===== config.mk =====
export PLATFORM = sky130hd
export DESIGN_NAME = dma_top
export DESIGN_NICKNAME = d
export VERILOG_FILES = /design/src/common/dma_pkg.sv /design/src/common/unit_if.sv /design/src/logic/unit_sequencer.sv /design/src/logic/dma_top.sv
export SDC_FILE = /design/constraint.sdc
export NUM_CORES = 2
export LEC_CHECK = 0
export BUFFER_PORTS_ARGS = -buffer_cell sky130_fd_sc_hd__buf_2
export CORE_ASPECT_RATIO = 2
export CORE_MARGIN = 2
export CORE_UTILIZATION = 64
export CTS_BUF_LIST = sky130_fd_sc_hd__clkbuf_16
export DETAILED_ROUTE_END_ITERATION = 12
export PLACE_DENSITY_LB_ADDON = 0.08
export SYNTH_ARGS = -nofsm -noshare
export SYNTH_HDL_FRONTEND = slang
export SYNTH_SLANG_ARGS = --single-unit

===== constraint.sdc =====
create_clock -name SYS_CLK -period 18.45 [get_ports SYS_CLK]
set_clock_uncertainty 0.05 [all_clocks]
set_input_delay 2.7675 -clock SYS_CLK [delete_from_list [all_inputs] [get_ports SYS_CLK]]
set_output_delay 2.7675 -clock SYS_CLK [all_outputs]
set_load 0.02 [all_outputs]

===== src/common/dma_pkg.sv =====
/*
  Constants, types and helpers shared by the multichannel transfer engine.
  Assumes one clock domain and a classic Wishbone register slave.
*/
package dma_pkg;
  // ----------------------------------------------------------------
  // Geometry
  // ----------------------------------------------------------------
  localparam int NCH  = 2;
  localparam int CH_W = 1;

  // ----------------------------------------------------------------
  // Register offsets (byte addresses, channel stride 0x20)
  // ----------------------------------------------------------------
  localparam logic [7:0] OFF_CTRL    = 8'h00;
  localparam logic [7:0] OFF_CUR_SRC = 8'h04;
  localparam logic [7:0] OFF_REL_SRC = 8'h08;
  localparam logic [7:0] OFF_CUR_DST = 8'h0c;
  localparam logic [7:0] OFF_REL_DST = 8'h10;
  localparam logic [7:0] OFF_CUR_CNT = 8'h14;
  localparam logic [7:0] OFF_REL_CNT = 8'h18;
  localparam logic [7:0] OFF_STATUS  = 8'h40;
  localparam logic [7:0] OFF_MASK    = 8'h44;
  localparam int         CH_SEL_BIT  = 5;
  localparam int         GLOBAL_BIT  = 6;

  // ----------------------------------------------------------------
  // Control word fields
  // ----------------------------------------------------------------
  localparam int F_EN     = 0;
  localparam int F_REQ    = 1;
  localparam int F_RSEL   = 2;
  localparam int F_SIZE   = 4;
  localparam int F_PER_OPERAND_QUANTITY_SELECT  = 6;
  localparam int F_EIE    = 9;
  localparam int F_BURST  = 10;
  localparam int F_BRL    = 11;
  localparam int F_SRL    = 12;
  localparam int F_DRL    = 13;
  localparam int F_ECLR   = 14;
  localparam int F_STSCLR = 15;
  localparam logic [31:0] CTRL_RST = 32'h0000_0000;
  localparam logic [31:0] WORD_RST = 32'h0000_0000;
  localparam int EXT_BIT = 31;

  // ----------------------------------------------------------------
  // Cycle counts per unit
  // ----------------------------------------------------------------
  localparam logic [1:0] RD_INT = 2'h1;
  localparam logic [1:0] RD_EXT = 2'h2;
  localparam logic [1:0] WR_INT = 2'h1;
  localparam logic [1:0] WR_EXT = 2'h3;
  localparam logic [1:0] GAP_II = 2'h0;
  localparam logic [1:0] GAP_IE = 2'h1;
  localparam logic [1:0] GAP_EX = 2'h2;

  typedef enum logic [3:0] {
    SQ_IDLE  = 4'h1,
    SQ_READ  = 4'h2,
    SQ_GAP   = 4'h4,
    SQ_WRITE = 4'h8
  } seq_state_type;

  typedef enum logic [1:0] {
    E_IDLE = 2'h1,
    E_WAIT = 2'h2
  } eng_state_type;

  // Bytes carried by one unit
  function automatic logic [31:0] unit_bytes(input logic [1:0] size);
    unit_bytes = (size == 2'h0) ? 32'h1 : ((size == 2'h1) ? 32'h2 : 32'h4);
  endfunction

  // Idle clocks between read and write
  function automatic logic [1:0] gap_clocks(input logic src_ext, input logic dst_ext);
    gap_clocks = src_ext ? GAP_EX : (dst_ext ? GAP_IE : GAP_II);
  endfunction
endpackage


===== src/common/unit_if.sv =====
/*
  Hand-off of one transfer unit from the engine to the unit sequencer.
  Assumes both ends share the system clock.
*/
interface unit_if;
  logic        start;
  logic [31:0] src;
  logic [31:0] dst;
  logic [1:0]  size;
  logic        done;
  logic        busy;
  modport eng (output start, output src, output dst, output size, input done, input busy);
  modport seq (input start, input src, input dst, input size, output done, output busy);
endinterface


===== src/logic/unit_sequencer.sv =====
/*
  Runs one unit: read clocks, idle clocks, write clocks, then a done pulse.
  Assumes read data is valid in the last read clock; address bit 31 marks external.
*/
module unit_sequencer
  import dma_pkg::*;
(
  input  wire logic        clk,
  input  wire logic        rst_n,
  unit_if.seq              u,
  input  wire logic [31:0] mem_rdata,
  output logic      [31:0] mem_addr,
  output logic             mem_re,
  output logic             mem_we,
  output logic      [31:0] mem_wdata,
  output logic      [1:0]  mem_size
);
  seq_state_type state_r;
  logic [1:0]    cnt_r;
  logic [1:0]    gap_len_r;
  logic [1:0]    wr_len_r;
  logic [31:0]   dst_r;
  logic [31:0]   data_r;
  logic          src_ext_r;
  logic          dst_ext_r;
  logic          done_r;
  logic          go_write;
  logic          last;

  assign last     = (cnt_r == 2'h0);
  assign go_write = (state_r == SQ_READ && last && gap_len_r == 2'h0) ||
                    (state_r == SQ_GAP && last);
  assign u.done   = done_r;
  assign u.busy   = (state_r != SQ_IDLE);

  // ----------------------------------------------------------------
  // Phase sequencing
  // ----------------------------------------------------------------
  always_ff @(posedge clk or negedge rst_n) begin
    if (!rst_n) begin
      state_r   <= SQ_IDLE;
      cnt_r     <= 2'h0;
      gap_len_r <= 2'h0;
      wr_len_r  <= 2'h0;
      dst_r     <= WORD_RST;
      src_ext_r <= 1'b0;
      dst_ext_r <= 1'b0;
    end else begin
      case (state_r)
        SQ_IDLE: begin
          if (u.start) begin
            state_r   <= SQ_READ;
            cnt_r     <= (u.src[EXT_BIT] ? RD_EXT : RD_INT) - 2'h1;
            gap_len_r <= gap_clocks(u.src[EXT_BIT], u.dst[EXT_BIT]);
            wr_len_r  <= u.dst[EXT_BIT] ? WR_EXT : WR_INT;
            dst_r     <= u.dst;
            src_ext_r <= u.src[EXT_BIT];
            dst_ext_r <= u.dst[EXT_BIT];
          end
        end
        SQ_READ, SQ_GAP: begin
          if (go_write) begin
            state_r <= SQ_WRITE;
            cnt_r   <= wr_len_r - 2'h1;
          end else if (state_r == SQ_READ && last) begin
            state_r <= SQ_GAP;
            cnt_r   <= gap_len_r - 2'h1;
          end else begin
            cnt_r <= cnt_r - 2'h1;
          end
        end
        SQ_WRITE: begin
          if (last) begin
            state_r <= SQ_IDLE;
          end else begin
            cnt_r <= cnt_r - 2'h1;
          end
        end
        default: state_r <= SQ_IDLE;
      endcase
    end
  end

  // ----------------------------------------------------------------
  // Memory strobes
  // ----------------------------------------------------------------
  always_ff @(posedge clk or negedge rst_n) begin
    if (!rst_n) begin
      mem_addr  <= WORD_RST;
      mem_re    <= 1'b0;
      mem_we    <= 1'b0;
      mem_wdata <= WORD_RST;
      mem_size  <= 2'h0;
      data_r    <= WORD_RST;
      done_r    <= 1'b0;
    end else begin
      done_r <= (state_r == SQ_WRITE) && last;
      if (state_r == SQ_IDLE && u.start) begin
        mem_re   <= 1'b1;
        mem_addr <= u.src;
        mem_size <= u.size;
      end else if (state_r == SQ_READ && last) begin
        mem_re <= 1'b0;
        data_r <= mem_rdata;
      end
      if (go_write) begin
        mem_we    <= 1'b1;
        mem_addr  <= dst_r;
        mem_wdata <= (state_r == SQ_READ) ? mem_rdata : data_r;
      end else if (state_r == SQ_WRITE && last) begin
        mem_we <= 1'b0;
      end
    end
  end
endmodule


===== src/logic/dma_top.sv =====
/*
  Two channel transfer engine with Wishbone register slave and one IRQ.
  Assumes synchronous inputs and a memory port that answers with no waits.
*/
module dma_top
  import dma_pkg::*;
(
  input  wire logic             SYS_CLK,
  input  wire logic             RST_N,
  input  wire logic [7:0]       WB_ADR_I,
  input  wire logic [31:0]      WB_DAT_I,
  input  wire logic             WB_WE_I,
  input  wire logic [3:0]       WB_SEL_I,
  input  wire logic             WB_CYC_I,
  input  wire logic             WB_STB_I,
  output logic      [31:0]      WB_DAT_O,
  output logic                  WB_ACK_O,
  input  wire logic [NCH-1:0]   DMA_REQ,
  input  wire logic [31:0]      MEM_RDATA,
  output logic      [31:0]      MEM_ADDR,
  output logic                  MEM_RE,
  output logic                  MEM_WE,
  output logic      [31:0]      MEM_WDATA,
  output logic      [1:0]       MEM_SIZE,
  output logic                  IRQ
);
  logic [31:0]   ctrl_r [NCH];
  logic [31:0]   csrc_r [NCH];
  logic [31:0]   rsrc_r [NCH];
  logic [31:0]   cdst_r [NCH];
  logic [31:0]   rdst_r [NCH];
  logic [31:0]   ccnt_r [NCH];
  logic [31:0]   rcnt_r [NCH];
  logic [NCH-1:0] status_r;
  logic [NCH-1:0] mask_r;
  logic [NCH-1:0] en;
  logic [NCH-1:0] eie;
  logic [NCH-1:0] pend;
  logic [NCH-1:0] end_vec;
  logic [NCH-1:0] req_bits;
  eng_state_type eng_r;
  logic [CH_W-1:0] act_r;
  logic [3:0]    op_left_r;
  logic          in_op_r;
  logic          start_r;
  logic [31:0]   bytes;
  logic [31:0]   cnt_after;
  logic          unit_done;
  logic          end_now;
  logic          wb_req;
  logic          wr_ev;
  logic          ch_hit;
  logic [CH_W-1:0] wch;
  logic [7:0]    woff;
  logic [31:0]   rd_mux;
  logic          stsclr;
  logic [31:0]   wmask;

  unit_if u ();

  // Byte-lane mask from select lines
  function automatic logic [31:0] lane_mask(input logic [3:0] sel);
    lane_mask = {{8{sel[3]}}, {8{sel[2]}}, {8{sel[1]}}, {8{sel[0]}}};
  endfunction

  // Lowest pending channel
  function automatic logic [CH_W-1:0] pick_lowest(input logic [NCH-1:0] v);
    pick_lowest = '0;
    for (int i = NCH - 1; i >= 0; i--) begin
      if (v[i]) begin
        pick_lowest = CH_W'(i);
      end
    end
  endfunction

  // ----------------------------------------------------------------
  // Bus decode
  // ----------------------------------------------------------------
  assign wb_req    = WB_CYC_I && WB_STB_I;
  assign wr_ev     = wb_req && WB_WE_I && WB_ACK_O;
  assign ch_hit    = !WB_ADR_I[GLOBAL_BIT];
  assign wch       = WB_ADR_I[CH_SEL_BIT];
  assign woff      = {3'h0, WB_ADR_I[4:0]};
  assign wmask     = lane_mask(WB_SEL_I);
  assign stsclr    = wr_ev && ch_hit && woff == OFF_CTRL && WB_SEL_I[1] && WB_DAT_I[F_STSCLR];
  assign bytes     = unit_bytes(ctrl_r[act_r][F_SIZE +: 2]);
  assign cnt_after = ccnt_r[act_r] - bytes;
  assign unit_done = (eng_r == E_WAIT) && u.done;
  assign end_now   = unit_done && (cnt_after == WORD_RST);
  assign pend      = en & req_bits;
  assign u.start   = start_r;
  assign u.src     = csrc_r[act_r];
  assign u.dst     = cdst_r[act_r];
  assign u.size    = ctrl_r[act_r][F_SIZE +: 2];

  always_comb begin
    rd_mux = WORD_RST;
    if (ch_hit) begin
      case (woff)
        OFF_CTRL:    rd_mux = ctrl_r[wch];
        OFF_CUR_SRC: rd_mux = csrc_r[wch];
        OFF_REL_SRC: rd_mux = rsrc_r[wch];
        OFF_CUR_DST: rd_mux = cdst_r[wch];
        OFF_REL_DST: rd_mux = rdst_r[wch];
        OFF_CUR_CNT: rd_mux = ccnt_r[wch];
        OFF_REL_CNT: rd_mux = rcnt_r[wch];
        default:     rd_mux = WORD_RST;
      endcase
    end else if (WB_ADR_I == OFF_STATUS) begin
      rd_mux = {{(32-NCH){1'b0}}, status_r};
    end else if (WB_ADR_I == OFF_MASK) begin
      rd_mux = {{(32-NCH){1'b0}}, mask_r};
    end
  end

  always_ff @(posedge SYS_CLK or negedge RST_N) begin
    if (!RST_N) begin
      WB_ACK_O <= 1'b0;
      WB_DAT_O <= WORD_RST;
    end else begin
      WB_ACK_O <= wb_req && !WB_ACK_O;
      if (wb_req && !WB_ACK_O) begin
        WB_DAT_O <= rd_mux;
      end
    end
  end

  // ----------------------------------------------------------------
  // Channel registers
  // ----------------------------------------------------------------
  generate
    for (genvar c = 0; c < NCH; c++) begin : g_ch
      assign en[c]      = ctrl_r[c][F_EN];
      assign eie[c]     = ctrl_r[c][F_EIE];
      assign end_vec[c] = end_now && (act_r == CH_W'(c));
      assign req_bits[c] = ctrl_r[c][F_REQ];

      always_ff @(posedge SYS_CLK or negedge RST_N) begin
        if (!RST_N) begin
          ctrl_r[c] <= CTRL_RST;
          csrc_r[c] <= WORD_RST;
          rsrc_r[c] <= WORD_RST;
          cdst_r[c] <= WORD_RST;
          rdst_r[c] <= WORD_RST;
          ccnt_r[c] <= WORD_RST;
          rcnt_r[c] <= WORD_RST;
        end else begin
          if (unit_done && act_r == CH_W'(c)) begin
            csrc_r[c] <= csrc_r[c] + bytes;
            cdst_r[c] <= cdst_r[c] + bytes;
            ccnt_r[c] <= cnt_after;
            if (end_now) begin
              ctrl_r[c][F_REQ] <= 1'b0;
              if (ctrl_r[c][F_BRL]) ccnt_r[c] <= rcnt_r[c];
              if (ctrl_r[c][F_SRL]) csrc_r[c] <= rsrc_r[c];
              if (ctrl_r[c][F_DRL]) cdst_r[c] <= rdst_r[c];
              if (ctrl_r[c][F_ECLR]) ctrl_r[c][F_EN] <= 1'b0;
            end else if (op_left_r == 4'h1 && !ctrl_r[c][F_BURST]) begin
              ctrl_r[c][F_REQ] <= 1'b0;
            end
          end
          if (wr_ev && ch_hit && wch == CH_W'(c)) begin
            case (woff)
              OFF_CTRL: begin
                ctrl_r[c] <= ((ctrl_r[c] & ~wmask) | (WB_DAT_I & wmask)) &
                             ~(32'h1 << F_STSCLR);
              end
              OFF_CUR_SRC: csrc_r[c] <= (csrc_r[c] & ~wmask) | (WB_DAT_I & wmask);
              OFF_REL_SRC: rsrc_r[c] <= (rsrc_r[c] & ~wmask) | (WB_DAT_I & wmask);
              OFF_CUR_DST: cdst_r[c] <= (cdst_r[c] & ~wmask) | (WB_DAT_I & wmask);
              OFF_REL_DST: rdst_r[c] <= (rdst_r[c] & ~wmask) | (WB_DAT_I & wmask);
              OFF_CUR_CNT: ccnt_r[c] <= (ccnt_r[c] & ~wmask) | (WB_DAT_I & wmask);
              OFF_REL_CNT: rcnt_r[c] <= (rcnt_r[c] & ~wmask) | (WB_DAT_I & wmask);
              default: ;
            endcase
          end
          if (ctrl_r[c][F_RSEL +: 2] != 2'h0 && DMA_REQ[c]) begin
            ctrl_r[c][F_REQ] <= 1'b1;
          end
        end
      end
    end
  endgenerate

  // ----------------------------------------------------------------
  // Operand engine
  // ----------------------------------------------------------------
  always_ff @(posedge SYS_CLK or negedge RST_N) begin
    if (!RST_N) begin
      eng_r     <= E_IDLE;
      act_r     <= '0;
      op_left_r <= 4'h0;
      in_op_r   <= 1'b0;
      start_r   <= 1'b0;
    end else begin
      start_r <= 1'b0;
      case (eng_r)
        E_IDLE: begin
          if (stsclr) begin
            in_op_r <= 1'b0;
          end else if (in_op_r) begin
            if (en[act_r]) begin
              start_r <= 1'b1;
              eng_r   <= E_WAIT;
            end
          end else if (|pend) begin
            act_r     <= pick_lowest(pend);
            op_left_r <= {1'b0, ctrl_r[pick_lowest(pend)][F_PER_OPERAND_QUANTITY_SELECT +: 3]} + 4'h1;
            in_op_r   <= 1'b1;
            start_r   <= 1'b1;
            eng_r     <= E_WAIT;
          end
        end
        E_WAIT: begin
          if (u.done) begin
            eng_r     <= E_IDLE;
            op_left_r <= op_left_r - 4'h1;
            if (end_now || op_left_r == 4'h1) begin
              in_op_r <= 1'b0;
            end
          end
        end
        default: eng_r <= E_IDLE;
      endcase
    end
  end

  // ----------------------------------------------------------------
  // End flags and interrupt
  // ----------------------------------------------------------------
  always_ff @(posedge SYS_CLK or negedge RST_N) begin
    if (!RST_N) begin
      status_r <= '0;
      mask_r   <= '0;
      IRQ      <= 1'b0;
    end else begin
      if (wr_ev && WB_ADR_I == OFF_MASK) begin
        mask_r <= WB_DAT_I[NCH-1:0];
      end
      if (wr_ev && WB_ADR_I == OFF_STATUS) begin
        status_r <= (status_r & ~WB_DAT_I[NCH-1:0]) | end_vec;
      end else begin
        status_r <= status_r | end_vec;
      end
      IRQ <= |(status_r & mask_r & eie);
    end
  end

  unit_sequencer u_seq (
    .clk       (SYS_CLK),
    .rst_n     (RST_N),
    .u         (u),
    .mem_rdata (MEM_RDATA),
    .mem_addr  (MEM_ADDR),
    .mem_re    (MEM_RE),
    .mem_we    (MEM_WE),
    .mem_wdata (MEM_WDATA),
    .mem_size  (MEM_SIZE)
  );
endmodule


==> flow_summary.toml, run 1 <==
[synthesis]
ys_warn_count = 0
synth_flop_cell = "dfrtp_1"
synth_fp_nets = 3610
seq_area_frac_synth_pct = 45.4
synth_commonest_cells = "dfrtp_1 (633), nand2_1 (424), mux2_2 (310)"
synth_top_area_share_pct = 45.2
yosysUniqueCellTypes = 78
syn_area_um2 = 35000
synth-seq-cells = 635
synth_edf_count = 0
synthArstFlopShare_pct = 100
avgSynthCellArea_um2 = 10.0
synth_most_common_cell = "dfrtp_1"
synth.largest_area_cell = "dfrtp_1"
syn_inst = 3502
ys_top_cells_by_area = "dfrtp_1 (45%), mux2_2 (10%), mux2i_1 (5.5%)"

[die]
io_pins = 185
row_count = 121
start_util_pct = 64.6
die_w_um = 169
chipHeight_um = 335

[outcome]
status = "aborted with a tool error"
error = "[ERROR GRT-0116] Global routing finished with congestion. Check the congestion regions in the DRC Viewer."
haltStage = "global routing"

[grt]
grt_max_degree = 181
grt_pass1_wl_um = 247000
grt-ovfl-total = 9
grtUsageTotal_pct = 61.0
grt_pass1_vias = 34800

[clock_network]
postCtsSetupRepairBufs = 0
cts_root_buf = "clkbuf_16"
hold_buffers = 0
cts.sinks = 635
postCtsResizedCells = 0
cts-buffers-inserted = 54
clockBufferDepth = 3
htreeDepth = 2

[place]
dp_cells = 4172
dp_hpwl_um = 111000
portBuffers = 184
gp_congestion = 1.09
cell families after synthesis:
kind of cell             share of synthesized area (%)
AND/OR/NAND/NOR                                   12.7
multiplexers                                      18.6
AO/OA/AOI/OAI                                     16.4
adder cells (fa/ha/maj)                           1.00
flip-flops                                        45.4
XOR/XNOR                                          2.55
buffers and inverters                             3.36
routing by layer:
metal | overflow | track usage, %
met5 | 0 | 2.13
met4 | 6 | 66.5
met3 | 0 | 31.9
met2 | 3 | 87.1
met1 | 0 | 59.7
per-stage QoR:
stage | util [%] | cell area [um^2] | setup WS [ns]
after floorplan | - | 35000 | 12.06
after global placement | 66.9 | 36300 | 11.75
after detailed placement | 66.9 | 36300 | 11.56
after CTS | 70.4 | 38100 | 11.51
==> inputs of run 2 (changes only) <==
--- a/config.mk
+++ b/config.mk
@@ -6,12 +6,10 @@
 export NUM_CORES = 2
 export LEC_CHECK = 0
 export BUFFER_PORTS_ARGS = -buffer_cell sky130_fd_sc_hd__buf_2
-export CORE_ASPECT_RATIO = 2
 export CORE_MARGIN = 2
-export CORE_UTILIZATION = 64
-export CTS_BUF_LIST = sky130_fd_sc_hd__clkbuf_16
+export CORE_UTILIZATION = 40
 export DETAILED_ROUTE_END_ITERATION = 12
-export PLACE_DENSITY_LB_ADDON = 0.08
+export PLACE_DENSITY_LB_ADDON = 0.15
 export SYNTH_ARGS = -nofsm -noshare
 export SYNTH_HDL_FRONTEND = slang
 export SYNTH_SLANG_ARGS = --single-unit
==> run 2 against run 1 <==
Compared with the run above: the flow now finishes without violations; synthesized cell count stayed put; synthesized area unchanged.
==> flow_summary.toml, run 2 <==
[worst_setup_path]
crit_fanout = 61
crit_chain = "mux2i_1 > inv_1 > nor2_1 > ha_1 > inv_1 > fa_1 > a32o_1 > or3b_1 > nor4_1 > o22ai_1 > nor4bb_2 > nand4_4 > buf_4 > mux2_2 > o221ai_1 > o21ai_0"
cp_slowest_cell = "dfrtp_4"
crit_type = "reg2reg"
cp_top_family = "simple AND/OR/NAND/NOR gates"
crit_top_cell = "inv_1"
cp_num_cells = 16
slowest_delay_ns = 0.98
reg2reg_slack_ns = 10.88
setup.worst_path.start_class = "flop"
arrival_ns = 8.03
r2r_cells = 16
cp_num_buf_inv = 3
required_ns = 18.91
cp-end-kind = "flop"

[synthesis]
seq_area_frac_synth_pct = 45.4
ys_warn_count = 0
synth.largest_area_cell = "dfrtp_1"
synth_fp_nets = 3610
yosysUniqueCellTypes = 78
synth_flop_cell = "dfrtp_1"
ys_top_cells_by_area = "dfrtp_1 (45%), mux2_2 (10%), mux2i_1 (5.5%)"
syn_area_um2 = 35000
synth_most_common_cell = "dfrtp_1"
syn_inst = 3502
synth_edf_count = 0
synthArstFlopShare_pct = 100
synth_top_area_share_pct = 45.2
avgSynthCellArea_um2 = 10.0
synth_commonest_cells = "dfrtp_1 (633), nand2_1 (424), mux2_2 (310)"
synth-seq-cells = 635

[power_and_ir_drop]
p_leak_nw = 17.9
ir_drop_uv = 68.9
power_density_nw_per_um2 = 80.4

[drt]
wl_per_cell_um = 29.2
viasPerCell = 6.30
routed_wl_um = 140000
via_count = 30200
drc_errors = 0
drt-pass1-iter-count = 6
drtAntennaViolNets = 0
first_iter_violations = 3788

[clock_network]
cts-buffers-inserted = 74
cts_tree = "yes"
postCtsSetupRepairBufs = 0
clk_pin_slew_ns = 0.06
hold_buffers = 0
clockBufferDepth = 3
postCtsResizedCells = 0
cts.sinks = 635
htreeDepth = 3
clkLatencyLatePin_ns = 0.64
cts_root_buf = "clkbuf_16"

[sta]
max_freq_ghz = 0.132
maxSlewViolCount = 0
setup_violations = 0
final_hold_viol_count = 0
grt_setup_unrepaired = "false"
slew_headroom_pct = 15.1
worst_pin_slew_ns = 1.27
fin_crit_sh_pct = 41.0
tns_ns = 0
timing.final.ws_setup_ns = 10.88
min_period_ns = 7.57

[grt]
grt_pass1_vias = 28400
grt_max_degree = 149
grt-ovfl-total = 0
antenna_found_initial = 7
grt_pass1_wl_um = 203000
grtUsageTotal_pct = 30.7

[job]
maxCapViolCount = 0

[die]
core_um2 = 86800
io_pins = 185
die_w_um = 300
chipHeight_um = 300
start_util_pct = 40.4
die-area_um2 = 89900
row_count = 108

[worst_hold_path]
hold_depth = 2
hp-class = "reg2reg"

[place]
dpl_cell_area_um2 = 36900
dp_hpwl_um = 98800
gp_congestion = 0.952
portBuffers = 184
place_ws_ns = 10.99

[cells_and_area]
fillers = 8256
syn2layout_area_growth_pct = 13.0
stdcell_area_um2 = 39600
layout_commonest_cell = "dfrtp_1"
final_cell_mix = "dfrtp_1 (632), nand2_1 (424), mux2_2 (310), o21ai_0 (250), a21oi_1 (193)"
final_nets = 3685
layout-drive-gt1-share_pct = 21.1

[outcome]
status = "complete, no violations"
run 2: cell type report:
cell class,instances,area (um^2),area share (%)
antenna,1,2.50,0.00633
clock buffer,108,2220,5.62
clock inverter,26,397,1.00
inverter,53,199,0.503
multi-input combinational,2576,18000,45.6
sequential,635,15900,40.2
tap,1155,1450,3.65
timing repair buffer,237,1360,3.44
run 2: final timing paths:
path,from,end
min in group asynchronous,RST_N,u_seq.mem_wdata[17]
min reg2reg,u_seq.mem_wdata[21],u_seq.mem_wdata[21]
max,act_r,flop
max in group asynchronous,RST_N,asynchronous set/reset pin
max reg2reg,act_r,flop
min,u_seq.mem_wdata[21],u_seq.mem_wdata[21]
run 2: worst reg2reg max path: stages, from the launching register on:
cell and delay, ns:
dfrtp_4 0.98, mux2i_1 0.46, inv_1 0.21, nor2_1 0.56, ha_1 0.28, inv_1 0.07, fa_1 0.53, a32o_1 0.35
or3b_1 0.58, nor4_1 0.43, o22ai_1 0.17, nor4bb_2 0.92, nand4_4 0.74, buf_4 0.52, mux2_2 0.33, o221ai_1 0.16
o21ai_0 0.11
run 2: metrics by stage:
step	util, %	std cells	hold WS [ns]	power, mW
floorplan	-	3502	0.401	1.51
global placement	42.6	4656	0.407	1.60
detailed placement	42.6	4656	0.417	1.60
CTS	45.6	4790	0.425	3.20
global route	45.6	4790	0.440	3.27
finish	45.6	4791	0.423	3.18
run 2: kinds of logic after synthesis:
| kind of cell | synth area share, % |
|---|---|
| XOR/XNOR | 2.55 |
| AND/OR/NAND/NOR | 12.7 |
| buffers and inverters | 3.36 |
| adder cells (fa/ha/maj) | 1.00 |
| AO/OA/AOI/OAI | 16.4 |
| flip-flops | 45.4 |
| multiplexers | 18.6 |
run 2: routing by layer:
layer	global-route usage [%]	share of wire [%]	vias up	wire [um]
met5	0	0.019	-	27
met4	12.2	4.3	4	6030
met3	7.49	11	275	15300
met2	42.9	41	1719	57400
met1	45.3	44	15100	61000
li1	-	-	13100	-
run 2: report_power, final:
group / switching [mW] / internal (mW)
combinational: 0.121 / 0.0439
clock: 0.627 / 0.975
sequential: 0.0104 / 1.40
total: 0.759 / 2.42
Power figures use the tool's default switching activity.
